[config.mk]
export PLATFORM = sky130hd
export DESIGN_NAME = cpu16_regfile
export DESIGN_NICKNAME = d
export VERILOG_FILES = /design/src/cpu16_regfile_pkg.sv /design/src/cpu16_regfile.sv
export VERILOG_INCLUDE_DIRS = /design/src
export SDC_FILE = /design/constraint.sdc
export NUM_CORES = 1
export LEC_CHECK = 0
export BUFFER_PORTS_ARGS = -buffer_cell sky130_fd_sc_hd__buf_2
export CORE_MARGIN = 2
export CORE_UTILIZATION = 45
export DETAILED_ROUTE_END_ITERATION = 6
export PLACE_DENSITY_LB_ADDON = 0.05
export SETUP_SLACK_MARGIN = 0.1
export SLEW_MARGIN = 10
export SYNTH_ARGS = -nofsm -noshare
export SYNTH_HDL_FRONTEND = slang
export SYNTH_SLANG_ARGS = --single-unit
[constraint.sdc]
create_clock -name clk -period 8.8 [get_ports clk]
set_clock_uncertainty 0.15 [all_clocks]
set_input_delay 1.76 -clock clk [delete_from_list [all_inputs] [get_ports clk]]
set_output_delay 1.76 -clock clk [all_outputs]
set_load 0.005 [all_outputs]
[src/cpu16_regfile_map.svh]
/*
 * Constants for the 16-bit CPU register file: register indices, flag word
 * bit positions, constant generator values, reset vector and step sizes.
 * Assumes inclusion by bare name from the design module and the testbench.
 */
`ifndef CPU16_REGFILE_MAP_SVH
`define CPU16_REGFILE_MAP_SVH

// Dedicated register indices
`define RIDX_IP        4'h0
`define RIDX_STK       4'h1
`define RIDX_FLAGS     4'h2
`define RIDX_CONST     4'h3

// Flag word bit positions
`define FB_CARRY       0
`define FB_ZERO        1
`define FB_NEG         2
`define FB_IRQEN       3
`define FB_HALT        4
`define FB_LFOSC       5
`define FB_LOOPOFF     6
`define FB_DCOFF       7
`define FB_OVF         8
`define FLAG_MASK      16'h01ff

// Constant generator values
`define CG_ZERO        16'h0000
`define CG_ONE         16'h0001
`define CG_TWO         16'h0002
`define CG_FOUR        16'h0004
`define CG_EIGHT       16'h0008
`define CG_ALLONES     16'hffff

// Reset vector word and stack step
`define RESET_VECTOR   16'hfffe
`define WORD_STEP      16'h0002
`define BYTE_STEP      16'h0001

`endif

[src/cpu16_regfile_pkg.sv]
/*
 * Types for the 16-bit CPU register file: operand modes, ALU operation
 * classes, operand decode result and flag update bundle.
 * Assumes the map header sits in the same folder.
 */
`default_nettype none
package cpu16_regfile_pkg;

    // Operation classes that steer the overflow rule
    typedef enum logic [1:0] {
        op_add,
        op_sub,
        op_other
    } alu_class_t;

    // Decoded source operand location
    typedef enum logic [1:0] {
        loc_register,
        loc_indexed,
        loc_pointer,
        loc_constant
    } operand_loc_t;

    // Operand decode answer
    typedef struct packed {
        operand_loc_t loc;
        logic [15:0]  value;
        logic         autoinc;
        logic         extra_fetch;
    } operand_t;

    // Flag update request from the execution unit
    typedef struct packed {
        logic        valid;
        alu_class_t  cls;
        logic        byte_op;
        logic [15:0] op_a;
        logic [15:0] op_b;
        logic [16:0] raw_sum;
    } flag_req_t;

endpackage
`default_nettype wire

[src/cpu16_regfile.sv]
/*
 * Register file and operand-mode logic of a 16-bit RISC CPU.
 * Assumes the execution unit drives one request per cycle, fetches offset
 * and immediate words itself, and sequences the reset vector load.
 */
`timescale 1ns/10ps
`default_nettype none
`include "cpu16_regfile_map.svh"

module cpu16_regfile
    import cpu16_regfile_pkg::*;
#(
    parameter int NREGS = 16
)(
    // Clock and reset
    input  wire  logic        clk,
    input  wire  logic        srst,
    // Reset vector fetch answer
    input  wire  logic        vec_valid,
    input  wire  logic [15:0] vec_data,
    // Source operand decode
    input  wire  logic [3:0]  src_reg,
    input  wire  logic [1:0]  src_mode,
    input  wire  logic        src_byte,
    // Destination operand decode
    input  wire  logic [3:0]  dst_reg,
    input  wire  logic        dst_mode,
    // Result write port
    input  wire  logic        wr_en,
    input  wire  logic [3:0]  wr_reg,
    input  wire  logic [15:0] wr_data,
    input  wire  logic        wr_byte,
    // Sequencing strobes
    input  wire  logic        ip_step,
    input  wire  logic [1:0]  ip_words,
    input  wire  logic        push,
    input  wire  logic        pop,
    input  wire  logic        pop_to_stk,
    input  wire  logic [15:0] pop_data,
    input  wire  logic        autoinc_en,
    // Flag update request
    input  wire  flag_req_t   flag_req,
    // Clock source status
    input  wire  logic        lfxt_feeds_clk,
    input  wire  logic        fast_osc_feeds_clk,
    // Operand answers
    output var   operand_t    src_op,
    output var   logic [15:0] dst_addr_base,
    output var   logic        dst_is_reg,
    // Pointers and flags
    output var   logic [15:0] ip_out,
    output var   logic [15:0] stk_out,
    output var   logic [15:0] flags_out,
    output var   logic        reset_done,
    // Low-power and interrupt controls
    output var   logic        irq_enable,
    output var   logic        core_halt,
    output var   logic        lf_osc_stop,
    output var   logic        dc_gen_stop,
    output var   logic        fll_loop_off
);

    // Register array; entries 0 to 3 unused, registers 0 to 2 are held in their own flops and register 3 is the constant generator
    logic [15:0] regs_q [NREGS];
    logic [15:0] ip_q;
    logic [15:0] stk_q;
    logic [15:0] flags_q;
    logic        booted_q;
    operand_t    src_op_q;
    logic [15:0] dst_base_q;
    logic        dst_reg_q;
    logic [4:0]  ctl_q;

    // Byte results carry a cleared upper byte
    function automatic logic [15:0] fit(input logic [15:0] v, input logic b);
        fit = b ? {8'h00, v[7:0]} : v;
    endfunction

    // Current readable value of any register
    function automatic logic [15:0] rd(input logic [3:0] r);
        if (r == `RIDX_IP)
            rd = ip_q;
        else if (r == `RIDX_STK)
            rd = stk_q;
        else if (r == `RIDX_FLAGS)
            rd = flags_q;
        else if (r == `RIDX_CONST)
            rd = `CG_ZERO;
        else
            rd = regs_q[r];
    endfunction

    // Source constant generator decode
    wire         src_is_flagreg  = (src_reg == `RIDX_FLAGS);
    wire         src_is_constreg = (src_reg == `RIDX_CONST);
    wire         flagreg_const   = src_is_flagreg && (src_mode != 2'b00);
    wire [15:0]  flagreg_value   = (src_mode == 2'b01) ? `CG_ZERO :
                                   (src_mode == 2'b10) ? `CG_FOUR : `CG_EIGHT;
    wire [15:0]  constreg_value  = (src_mode == 2'b00) ? `CG_ZERO :
                                   (src_mode == 2'b01) ? `CG_ONE  :
                                   (src_mode == 2'b10) ? `CG_TWO  : `CG_ALLONES;
    wire         flagreg_abs     = src_is_flagreg && (src_mode == 2'b01);
    wire [15:0]  inc_step        = src_byte ? `BYTE_STEP : `WORD_STEP;

    // Source operand answer
    operand_t src_d;
    always_comb
    begin
        src_d = '0;
        if (src_is_constreg)
        begin
            src_d.loc   = loc_constant;
            src_d.value = constreg_value;
        end
        else if (flagreg_abs)
        begin
            src_d.loc         = loc_indexed;
            src_d.value       = flagreg_value;
            src_d.extra_fetch = 1'b1;
        end
        else if (flagreg_const)
        begin
            src_d.loc   = loc_constant;
            src_d.value = flagreg_value;
        end
        else if (src_mode == 2'b00)
        begin
            src_d.loc   = loc_register;
            src_d.value = src_is_flagreg ? flags_q : fit(rd(src_reg), src_byte);
        end
        else if (src_mode == 2'b01)
        begin
            src_d.loc         = loc_indexed;
            src_d.value       = rd(src_reg);
            src_d.extra_fetch = 1'b1;
        end
        else
        begin
            src_d.loc     = loc_pointer;
            src_d.value   = rd(src_reg);
            src_d.autoinc = (src_mode == 2'b11);
            src_d.extra_fetch = (src_mode == 2'b11) && (src_reg == `RIDX_IP);
        end
    end

    // Destination base: absolute via register 2 gives a zero base;
    // a process, since a continuous assign would miss register updates inside rd
    logic [15:0] dst_base_d;
    always_comb
    begin
        dst_base_d = rd(dst_reg);
        if (dst_reg == `RIDX_FLAGS && dst_mode)
            dst_base_d = `CG_ZERO;
    end
    wire        dst_reg_d  = !dst_mode;

    // Flag computation; byte ops look at bit 7 and the low byte
    wire [15:0] res      = flag_req.raw_sum[15:0];
    wire        sa       = flag_req.byte_op ? flag_req.op_a[7] : flag_req.op_a[15];
    wire        sb       = flag_req.byte_op ? flag_req.op_b[7] : flag_req.op_b[15];
    wire        res_neg  = flag_req.byte_op ? res[7] : res[15];
    wire        zr       = flag_req.byte_op ? (res[7:0] == 8'h00) : (res == 16'h0000);
    wire        cy       = flag_req.byte_op ? flag_req.raw_sum[8] : flag_req.raw_sum[16];
    wire        ov_add   = (sa == sb) && (res_neg != sa);
    wire        ov_sub   = (sa != sb) && (res_neg == sb);
    wire        ov       = (flag_req.cls == op_add) ? ov_add :
                           (flag_req.cls == op_sub) ? ov_sub : 1'b0;

    // Next instruction pointer; lengths of 2, 4 or 6 bytes only
    wire [15:0] ip_len  = {13'h0000, ip_words, 1'b0};
    wire        pop_stk  = pop && pop_to_stk;
    wire [15:0] stk_push = stk_q - `WORD_STEP;
    wire [15:0] stk_pop  = stk_q + `WORD_STEP;
    wire        wr_ok   = wr_en && (wr_reg != `RIDX_CONST);
    wire        wr_fl   = wr_ok && (wr_reg == `RIDX_FLAGS) && !wr_byte;
    wire        ai_go   = autoinc_en && src_op_q.autoinc;

    // Instruction pointer: reset vector, writes, autoincrement, step
    always_ff @(posedge clk)
    begin
        if (srst)
        begin
            ip_q     <= 16'h0000;
            booted_q <= 1'b0;
        end
        else if (!booted_q)
        begin
            if (vec_valid)
            begin
                ip_q     <= {vec_data[15:1], 1'b0};
                booted_q <= 1'b1;
            end
        end
        else if (wr_ok && wr_reg == `RIDX_IP)
            ip_q <= {wr_data[15:1], 1'b0};
        else if (ip_step && ip_words != 2'b00)
            ip_q <= ip_q + ip_len;
        else if (ai_go && src_reg == `RIDX_IP)
            ip_q <= ip_q + `WORD_STEP;
    end

    // Stack pointer: push, pop, pop into itself, explicit write
    always_ff @(posedge clk)
    begin
        if (srst)
            stk_q <= 16'h0000;
        else if (pop_stk)
            stk_q <= {pop_data[15:1], 1'b0};
        else if (push)
            stk_q <= {stk_push[15:1], 1'b0};
        else if (pop)
            stk_q <= {stk_pop[15:1], 1'b0};
        else if (wr_ok && wr_reg == `RIDX_STK)
            stk_q <= {wr_data[15:1], 1'b0};
        else if (ai_go && src_reg == `RIDX_STK)
            stk_q <= stk_q + `WORD_STEP;
    end

    // Flag word: register writes beat arithmetic updates
    always_ff @(posedge clk)
    begin
        if (srst)
            flags_q <= 16'h0000;
        else if (wr_fl)
            flags_q <= wr_data & `FLAG_MASK;
        else if (flag_req.valid)
        begin
            flags_q[`FB_CARRY] <= cy;
            flags_q[`FB_ZERO]  <= zr;
            flags_q[`FB_NEG]   <= res_neg;
            flags_q[`FB_OVF]   <= ov;
        end
    end

    // General registers; autoincrement after the operand fetch
    always_ff @(posedge clk)
    begin
        if (srst)
        begin
            for (int i = 0; i < NREGS; i++)
                regs_q[i] <= 16'h0000;
        end
        else if (wr_ok && wr_reg > `RIDX_CONST)
            regs_q[wr_reg] <= fit(wr_data, wr_byte);
        else if (ai_go && src_reg > `RIDX_CONST)
            regs_q[src_reg] <= regs_q[src_reg] + inc_step;
    end

    // Registered operand answers and low-power controls
    always_ff @(posedge clk)
    begin
        if (srst)
        begin
            src_op_q   <= '0;
            dst_base_q <= 16'h0000;
            dst_reg_q  <= 1'b0;
            ctl_q      <= 5'h00;
        end
        else
        begin
            src_op_q   <= src_d;
            dst_base_q <= dst_base_d;
            dst_reg_q  <= dst_reg_d;
            ctl_q[0]   <= flags_q[`FB_IRQEN];
            ctl_q[1]   <= flags_q[`FB_HALT];
            ctl_q[2]   <= flags_q[`FB_LFOSC] && !lfxt_feeds_clk;
            ctl_q[3]   <= flags_q[`FB_DCOFF] && !fast_osc_feeds_clk;
            ctl_q[4]   <= flags_q[`FB_LOOPOFF];
        end
    end

    // Outputs straight from flip-flops
    assign src_op        = src_op_q;
    assign dst_addr_base = dst_base_q;
    assign dst_is_reg    = dst_reg_q;
    assign ip_out        = ip_q;
    assign stk_out       = stk_q;
    assign flags_out     = flags_q;
    assign reset_done    = booted_q;
    assign irq_enable    = ctl_q[0];
    assign core_halt     = ctl_q[1];
    assign lf_osc_stop   = ctl_q[2];
    assign dc_gen_stop   = ctl_q[3];
    assign fll_loop_off  = ctl_q[4];
endmodule // cpu16_regfile
`default_nettype wire

==> results.yml, run 1 <==
synthesis:
  yosysMostFrequentCell: "edfxtp_1"
  synth_area_um2: 19000
  yosysTopAreaCellShare: 0.404
  synth_cells: 1675
  synth_area_leaders: "edfxtp_1, mux4_2, dfxtp_1"
  synth_edf_count: 256
  syn_avg_cell_area_um2: 11.4
  synth_ff_type: "edfxtp_1"
  yosysTopAreaCell: "edfxtp_1"
  synth_cell_types: 93
  synth_seq_cells: 338
  synthTopCellsByCount: "edfxtp_1, nor2_1, nand2_1, clkbuf_1, mux4_2"
  yosysWarnings: 0
  async_flop_share: 0
  yosysSeqAreaShare: 0.490
clock_tree:
  clk_latency_ns: 0.57
  cts_tree: "built"
  htreeDepth: 2
  path_clk_slew_ns: 0.06
  cts_resized: 0
  cts_root_buf: "clkbuf_16"
  post-cts-setup-buffers: 0
  cts_hold_buf: 0
  clockBufferDepth: 3
  cts_buffers: 40
  numClockSinks: 338
setup_path:
  startpoint: "src_reg[3]"
  timing.rr.end: "regs_q[15][0]$_SDFFCE_PN0P_"
  cp-end-kind: "flop"
  path_max_fanout: 17
  critPathLaunchType: "input port"
  r2r_slack_ns: 3.80
  cp.arrival_ns: 5.92
  slowest_stage: "nand2_1"
  worstRegToRegCells: 5
  required_ns: 8.67
  slowest_delay_ns: 0.96
  r2r_start: "src_op[1]$_SDFF_PP0_"
  crit_path_cell_trace: "buf_2 -> o211ai_1 -> or3_1 -> mux2i_1 -> or4_1 -> nand2_1"
  criticalPathCategory: "input port to flop"
hold_path:
  holdPathEnd: "ctl_q[0]$_SDFF_PP0_"
  hold_path.class: "flop to flop"
  min-delay-start: "flags_out[3]$_SDFFE_PP0P_"
  holdPathStages: 1
timing:
  fmax_mhz: 165
  setup_violations: 0
  hold_viol: 0
  slew-limit-headroom: 0.151
  maxSlewViolCount: 0
  fin_setup_tns_ns: 0
  worst_slack_ns: 2.75
  final.min_clock_period_ns: 6.05
  min_period_over_period: 0.687
  worst_slew_pin_slew_ns: 1.24
  rsz0062_at_grt: "false"
detailed_routing:
  dr.first_iter.drc_count: 1678
  drtPass1Iterations: 7
  vias_per_cell: 6.18
  drcViolationCount: 3
  routed_wl_mm: 64.6
  antenna_left: 0
  route.vias.total: 14900
  post_drt_wl_per_cell_um: 26.8
finish:
  num_antenna_cells: 0
  largest_register_ffs: 256
  seq_area_um2: 9330
  fillers: 3805
  synthToLayoutAreaGrowth_pct: 13.0
  multi_input_area_um2: 9060
  top_register: "regs_q"
  drive_above_1_share: 0.222
  nNetsFinal: 1989
power:
  p_per_area_nw_per_um2: 186
  power_w: 0.00400
  leakagePower_nw: 8.45
  peakVddDrop_uv: 136
place:
  dp_hpwl_mm: 43.4
  place_ws_ns: 2.27
  io_buffers: 182
  gp_congestion: 0.898
die:
  initial_core_util: 0.455
  die_area_um2: 44000
  core_area_um2: 41900
  ioPinCount: 222
  fp-row-count: 75
  die_x_um: 210
  die_h_um: 210
job:
  cap_violations: 0
status:
  status: "finished with violations"
  violations: "DRC"
global_route:
  grt_start_max_net_pins: 64
  grt_first_pass_wirelength_mm: 94.8
  grt_pass1_vias: 14500
  grt_antenna_before_repair: 1
  grt_overflow: 0
  gr-usage-all-layers: 0.295
[per-layer routing]
layer,share of wire,GRT usage
met1,0.41,0.401
met5,0,0
met4,0.036,0.112
met2,0.46,0.479
met3,0.088,0.0465
[kinds of logic (layout without fill, tap and decap cells)]
logic type / count (synthesis) / in the layout / share of synthesized area
AOI/OAI and AO/OA: 286 / 286 / 0.101
other: 1 / 73 / 0.000197
DFF: 338 / 338 / 0.490
adders and majority gates: 13 / 13 / 0.00933
xor gates and xnor gates: 35 / 35 / 0.0161
muxes: 211 / 211 / 0.185
and+or+nand+nor: 611 / 611 / 0.149
buffers and inverters: 180 / 305 / 0.0493
[per-stage QoR]
step | cells | hold WS [ns] | area [um^2] | util
after floorplan | 1747 | 0.344 | 19300 | -
after global placement | 2342 | 0.377 | 20300 | 0.486
after detailed placement | 2342 | 0.383 | 20300 | 0.486
after CTS | 2411 | 0.393 | 21500 | 0.514
after global routing | 2411 | 0.423 | 21500 | 0.514
final | 2411 | 0.391 | 21500 | 0.514
[worst max path at each step]
stage                                               to  cells after the start
after floorplan           regs_q[10][11]$_SDFFCE_PN0P_                     16
after global placement      regs_q[8][1]$_SDFFCE_PN0P_                      6
after detailed placement   regs_q[15][1]$_SDFFCE_PN0P_                      6
after CTS                  regs_q[15][0]$_SDFFCE_PN0P_                      6
after global routing       regs_q[4][10]$_SDFFCE_PN0P_                     10
final                      regs_q[15][0]$_SDFFCE_PN0P_                      6
[cells in the final DEF, fill, tap and decap left out, types with 13 or more instances in the layout]
cell,n
nand4_1,15
xor2_1,16
dfxtp_1,82
mux4_2,92
a21oi_1,75
clkbuf_16,40
mux2_2,19
a31oi_1,17
o21ai_0,54
buf_2,179
edfxtp_1,256
xnor2_1,19
nor2b_1,14
mux4_1,14
nor3_1,66
a211oi_1,21
nand3_1,26
inv_1,17
and3_1,17
nor2_1,252
conb_1,73
a22oi_1,24
mux2i_1,85
buf_4,37
clkbuf_1,13
nand2_1,138
[area by class of cell]
class                           count  area share
Clock buffer                       57      0.0511
Sequential cell                   338       0.434
Inverter                           19     0.00331
Clock inverter                     12     0.00430
Timing Repair Buffer              217      0.0551
Tap cell                          539      0.0313
Multi-Input combinational cell   1229       0.421
[worst max-delay path, delay by kind of cell]
family	cells	cell delay, ns
mux	1	0.85
buf+inv	1	0.14
compound gates	1	0.56
simple gates	3	2.59
[report_power, final]
| part | internal [W] | switching (W) | leakage [nW] |
|---|---|---|---|
| registers | 0.00180 | 0.0000719 | 3.35 |
| clock network | 0.000894 | 0.000667 | 0.581 |
| logic | 0.000222 | 0.000346 | 4.51 |
| total | 0.00291 | 0.00108 | 8.45 |
Note: power is estimated with default switching activity, not from simulation.
==> run 2, diff against run 1 <==
--- a/config.mk
+++ b/config.mk
@@ -6,6 +6,7 @@
 export SDC_FILE = /design/constraint.sdc
 export NUM_CORES = 1
 export LEC_CHECK = 0
+export ABC_AREA = 1
 export BUFFER_PORTS_ARGS = -buffer_cell sky130_fd_sc_hd__buf_2
 export CORE_MARGIN = 2
 export CORE_UTILIZATION = 45
==> constraint.sdc (replaced) <==
create_clock -name clk -period 5.3 [get_ports clk]
set_clock_uncertainty 0.15 [all_clocks]
set_input_delay 1.06 -clock clk [delete_from_list [all_inputs] [get_ports clk]]
set_output_delay 1.06 -clock clk [all_outputs]
set_load 0.005 [all_outputs]
==> results.yml, run 2 <==
status:
  status: "complete, no violations"
clock_tree:
  cts_hold_buf: 0
  cts_buffers: 39
  clockBufferDepth: 3
  post-cts-setup-buffers: 0
  cts_tree: "built"
  cts_resized: 0
  cts_root_buf: "clkbuf_16"
  clk_latency_ns: 0.58
  path_clk_slew_ns: 0.06
  numClockSinks: 338
  htreeDepth: 2
synthesis:
  yosysMostFrequentCell: "nand2_1"
  yosysTopAreaCell: "edfxtp_1"
  async_flop_share: 0
  syn_avg_cell_area_um2: 8.03
  synth_area_um2: 18500
  synth_edf_count: 256
  synthTopCellsByCount: "nand2_1, nor2_1, edfxtp_1, inv_1, a21oi_1"
  yosysSeqAreaShare: 0.504
  synth_cell_types: 49
  synth_seq_cells: 338
  synth_area_leaders: "edfxtp_1, nand2_1, dfxtp_1"
  yosysTopAreaCellShare: 0.415
  synth_ff_type: "edfxtp_1"
  yosysWarnings: 0
  synth_cells: 2306
setup_path:
  cp-end-kind: "flop"
  r2r_slack_ns: 2.11
  criticalPathCategory: "input port to flop"
  critPathLaunchType: "input port"
  timing.rr.end: "regs_q[12][8]$_SDFFCE_PN0P_"
  required_ns: 5.45
  path_max_fanout: 15
  cp.arrival_ns: 4.36
  worstRegToRegCells: 10
  r2r_start: "src_op[1]$_SDFF_PP0_"
finish:
  top_register: "regs_q"
  nNetsFinal: 2680
  synthToLayoutAreaGrowth_pct: 16.4
  final_util: 0.529
  layout_common_cells: "nand2_1, nor2_1, edfxtp_1"
  largest_register_ffs: 256
  drive_above_1_share: 0.138
  mostFrequentLayoutCell: "nand2_1"
die:
  core_area_um2: 40700
  ioPinCount: 222
  die_h_um: 207
  fp-row-count: 74
  die_x_um: 207
  initial_core_util: 0.454
  die_area_um2: 42800
detailed_routing:
  dr.first_iter.drc_count: 2013
  routed_wl_mm: 71.1
  drcViolationCount: 0
  drtPass1Iterations: 6
  maxUsedRoutingLayer: "met5"
  wl_met1_mm: 29.0
  wl_met2_mm: 32.6
  post_drt_wl_per_cell_um: 22.9
  route.vias.total: 17800
  met3_length_mm: 6.80
  antenna_left: 0
  vias_per_cell: 5.73
timing:
  setup_violations: 0
  maxSlewViolCount: 0
  rsz0062_at_grt: "false"
  final.min_clock_period_ns: 4.21
  hold_viol: 0
  worst_slack_ns: 1.09
  min_period_over_period: 0.794
  fin_setup_tns_ns: 0
  slew-limit-headroom: 0.343
  fmax_mhz: 238
  worst_slew_pin_slew_ns: 0.985
hold_path:
  hold_path.class: "flop to flop"
  min-delay-start: "flags_out[1]$_SDFFE_PP0P_"
  holdPathEnd: "flags_out[1]$_SDFFE_PP0P_"
  holdPathStages: 2
global_route:
  grt_start_max_net_pins: 75
  grt_overflow: 0
  grt_pass1_vias: 16400
  grt_antenna_before_repair: 1
  grt_first_pass_wirelength_mm: 104
  gr-usage-all-layers: 0.331
power:
  peakVddDrop_uv: 256
  p_per_area_nw_per_um2: 313
  leakagePower_nw: 9.17
job:
  cap_violations: 0
place:
  gp_congestion: 0.939
  io_buffers: 182
  place_ws_ns: 0.605
  dp_hpwl_mm: 51.0
-- run 2: worst max path at each step --
stage	depth (start not counted)	slack, ns	start	to
2_1_floorplan	18	1.43	src_reg[0]	regs_q[5][4]$_SDFFCE_PN0P_
3_3_place_gp	17	0.66	src_reg[1]	regs_q[15][10]$_SDFFCE_PN0P_
3_5_place_dp	17	0.61	src_reg[1]	regs_q[7][10]$_SDFFCE_PN0P_
4_1_cts	17	1.19	src_reg[1]	regs_q[7][10]$_SDFFCE_PN0P_
5_1_grt	17	0.88	src_reg[1]	regs_q[12][10]$_SDFFCE_PN0P_
6_report	17	1.09	src_reg[1]	regs_q[7][10]$_SDFFCE_PN0P_
-- run 2: final cells by class --
class                   instances  area (um^2)
fillers                      4001        19200
flip-flops and latches        338         9330
multi-input cells            1682         7950
repair buffers                259         1500
clock buffers                  49         1050
inverters                     216          813
well taps                     532          666
clock inverters                22          226
diodes                          1         2.50
-- run 2: cell families after synthesis --
| logic type | Yosys count | share of synthesized area |
|---|---|---|
| other cells | 1 | 0.000203 |
| simple gates | 1052 | 0.228 |
| compound gates | 524 | 0.166 |
| xor+xnor | 19 | 0.00899 |
| flops | 338 | 0.504 |
| fa+ha+maj | 13 | 0.00960 |
| buf+inv | 358 | 0.0823 |
| mux | 1 | 0.000541 |
-- run 2: stage by stage --
stage	total power (W)	hold WS [ns]	instance area, um^2	instances
after CTS	0.00676	0.393	21500	3098
after detailed placement	0.00403	0.386	20300	3027
after floorplan	0.00363	0.319	18800	2378
after global placement	0.00402	0.377	20300	3027
after global routing	0.00698	0.431	21500	3098
final	0.00675	0.384	21500	3099
-- run 2: worst max-delay path, stage by stage --
cell and delay, ns:
buf_2 0.36, nand2_2 0.39, buf_4 0.34, o221ai_1 0.28
a21o_1 0.16, inv_1 0.03, nand2_1 0.16, ha_1 0.25
fa_1 0.23, inv_1 0.07, nor2_2 0.23, nand2_1 0.15
o21bai_1 0.14, nand2_1 0.07, nand2_1 0.10, buf_4 0.21
a21oi_1 0.09
-- run 2: per-layer routing --
layer,GRT usage,vias up
li1,-,8187
met1,0.449,8443
met2,0.533,963
met3,0.0516,170
met4,0.135,2
met5,0,-
-- run 2: power by group --
| group | total (W) | internal (W) | switching (W) | leakage, nW |
|---|---|---|---|---|
| Sequential | 0.00308 | 0.00298 | 0.0000945 | 3.36 |
| Clock | 0.00275 | 0.00161 | 0.00114 | 0.630 |
| Combinational | 0.000919 | 0.000272 | 0.000647 | 5.18 |
| Total | 0.00675 | 0.00486 | 0.00188 | 9.17 |
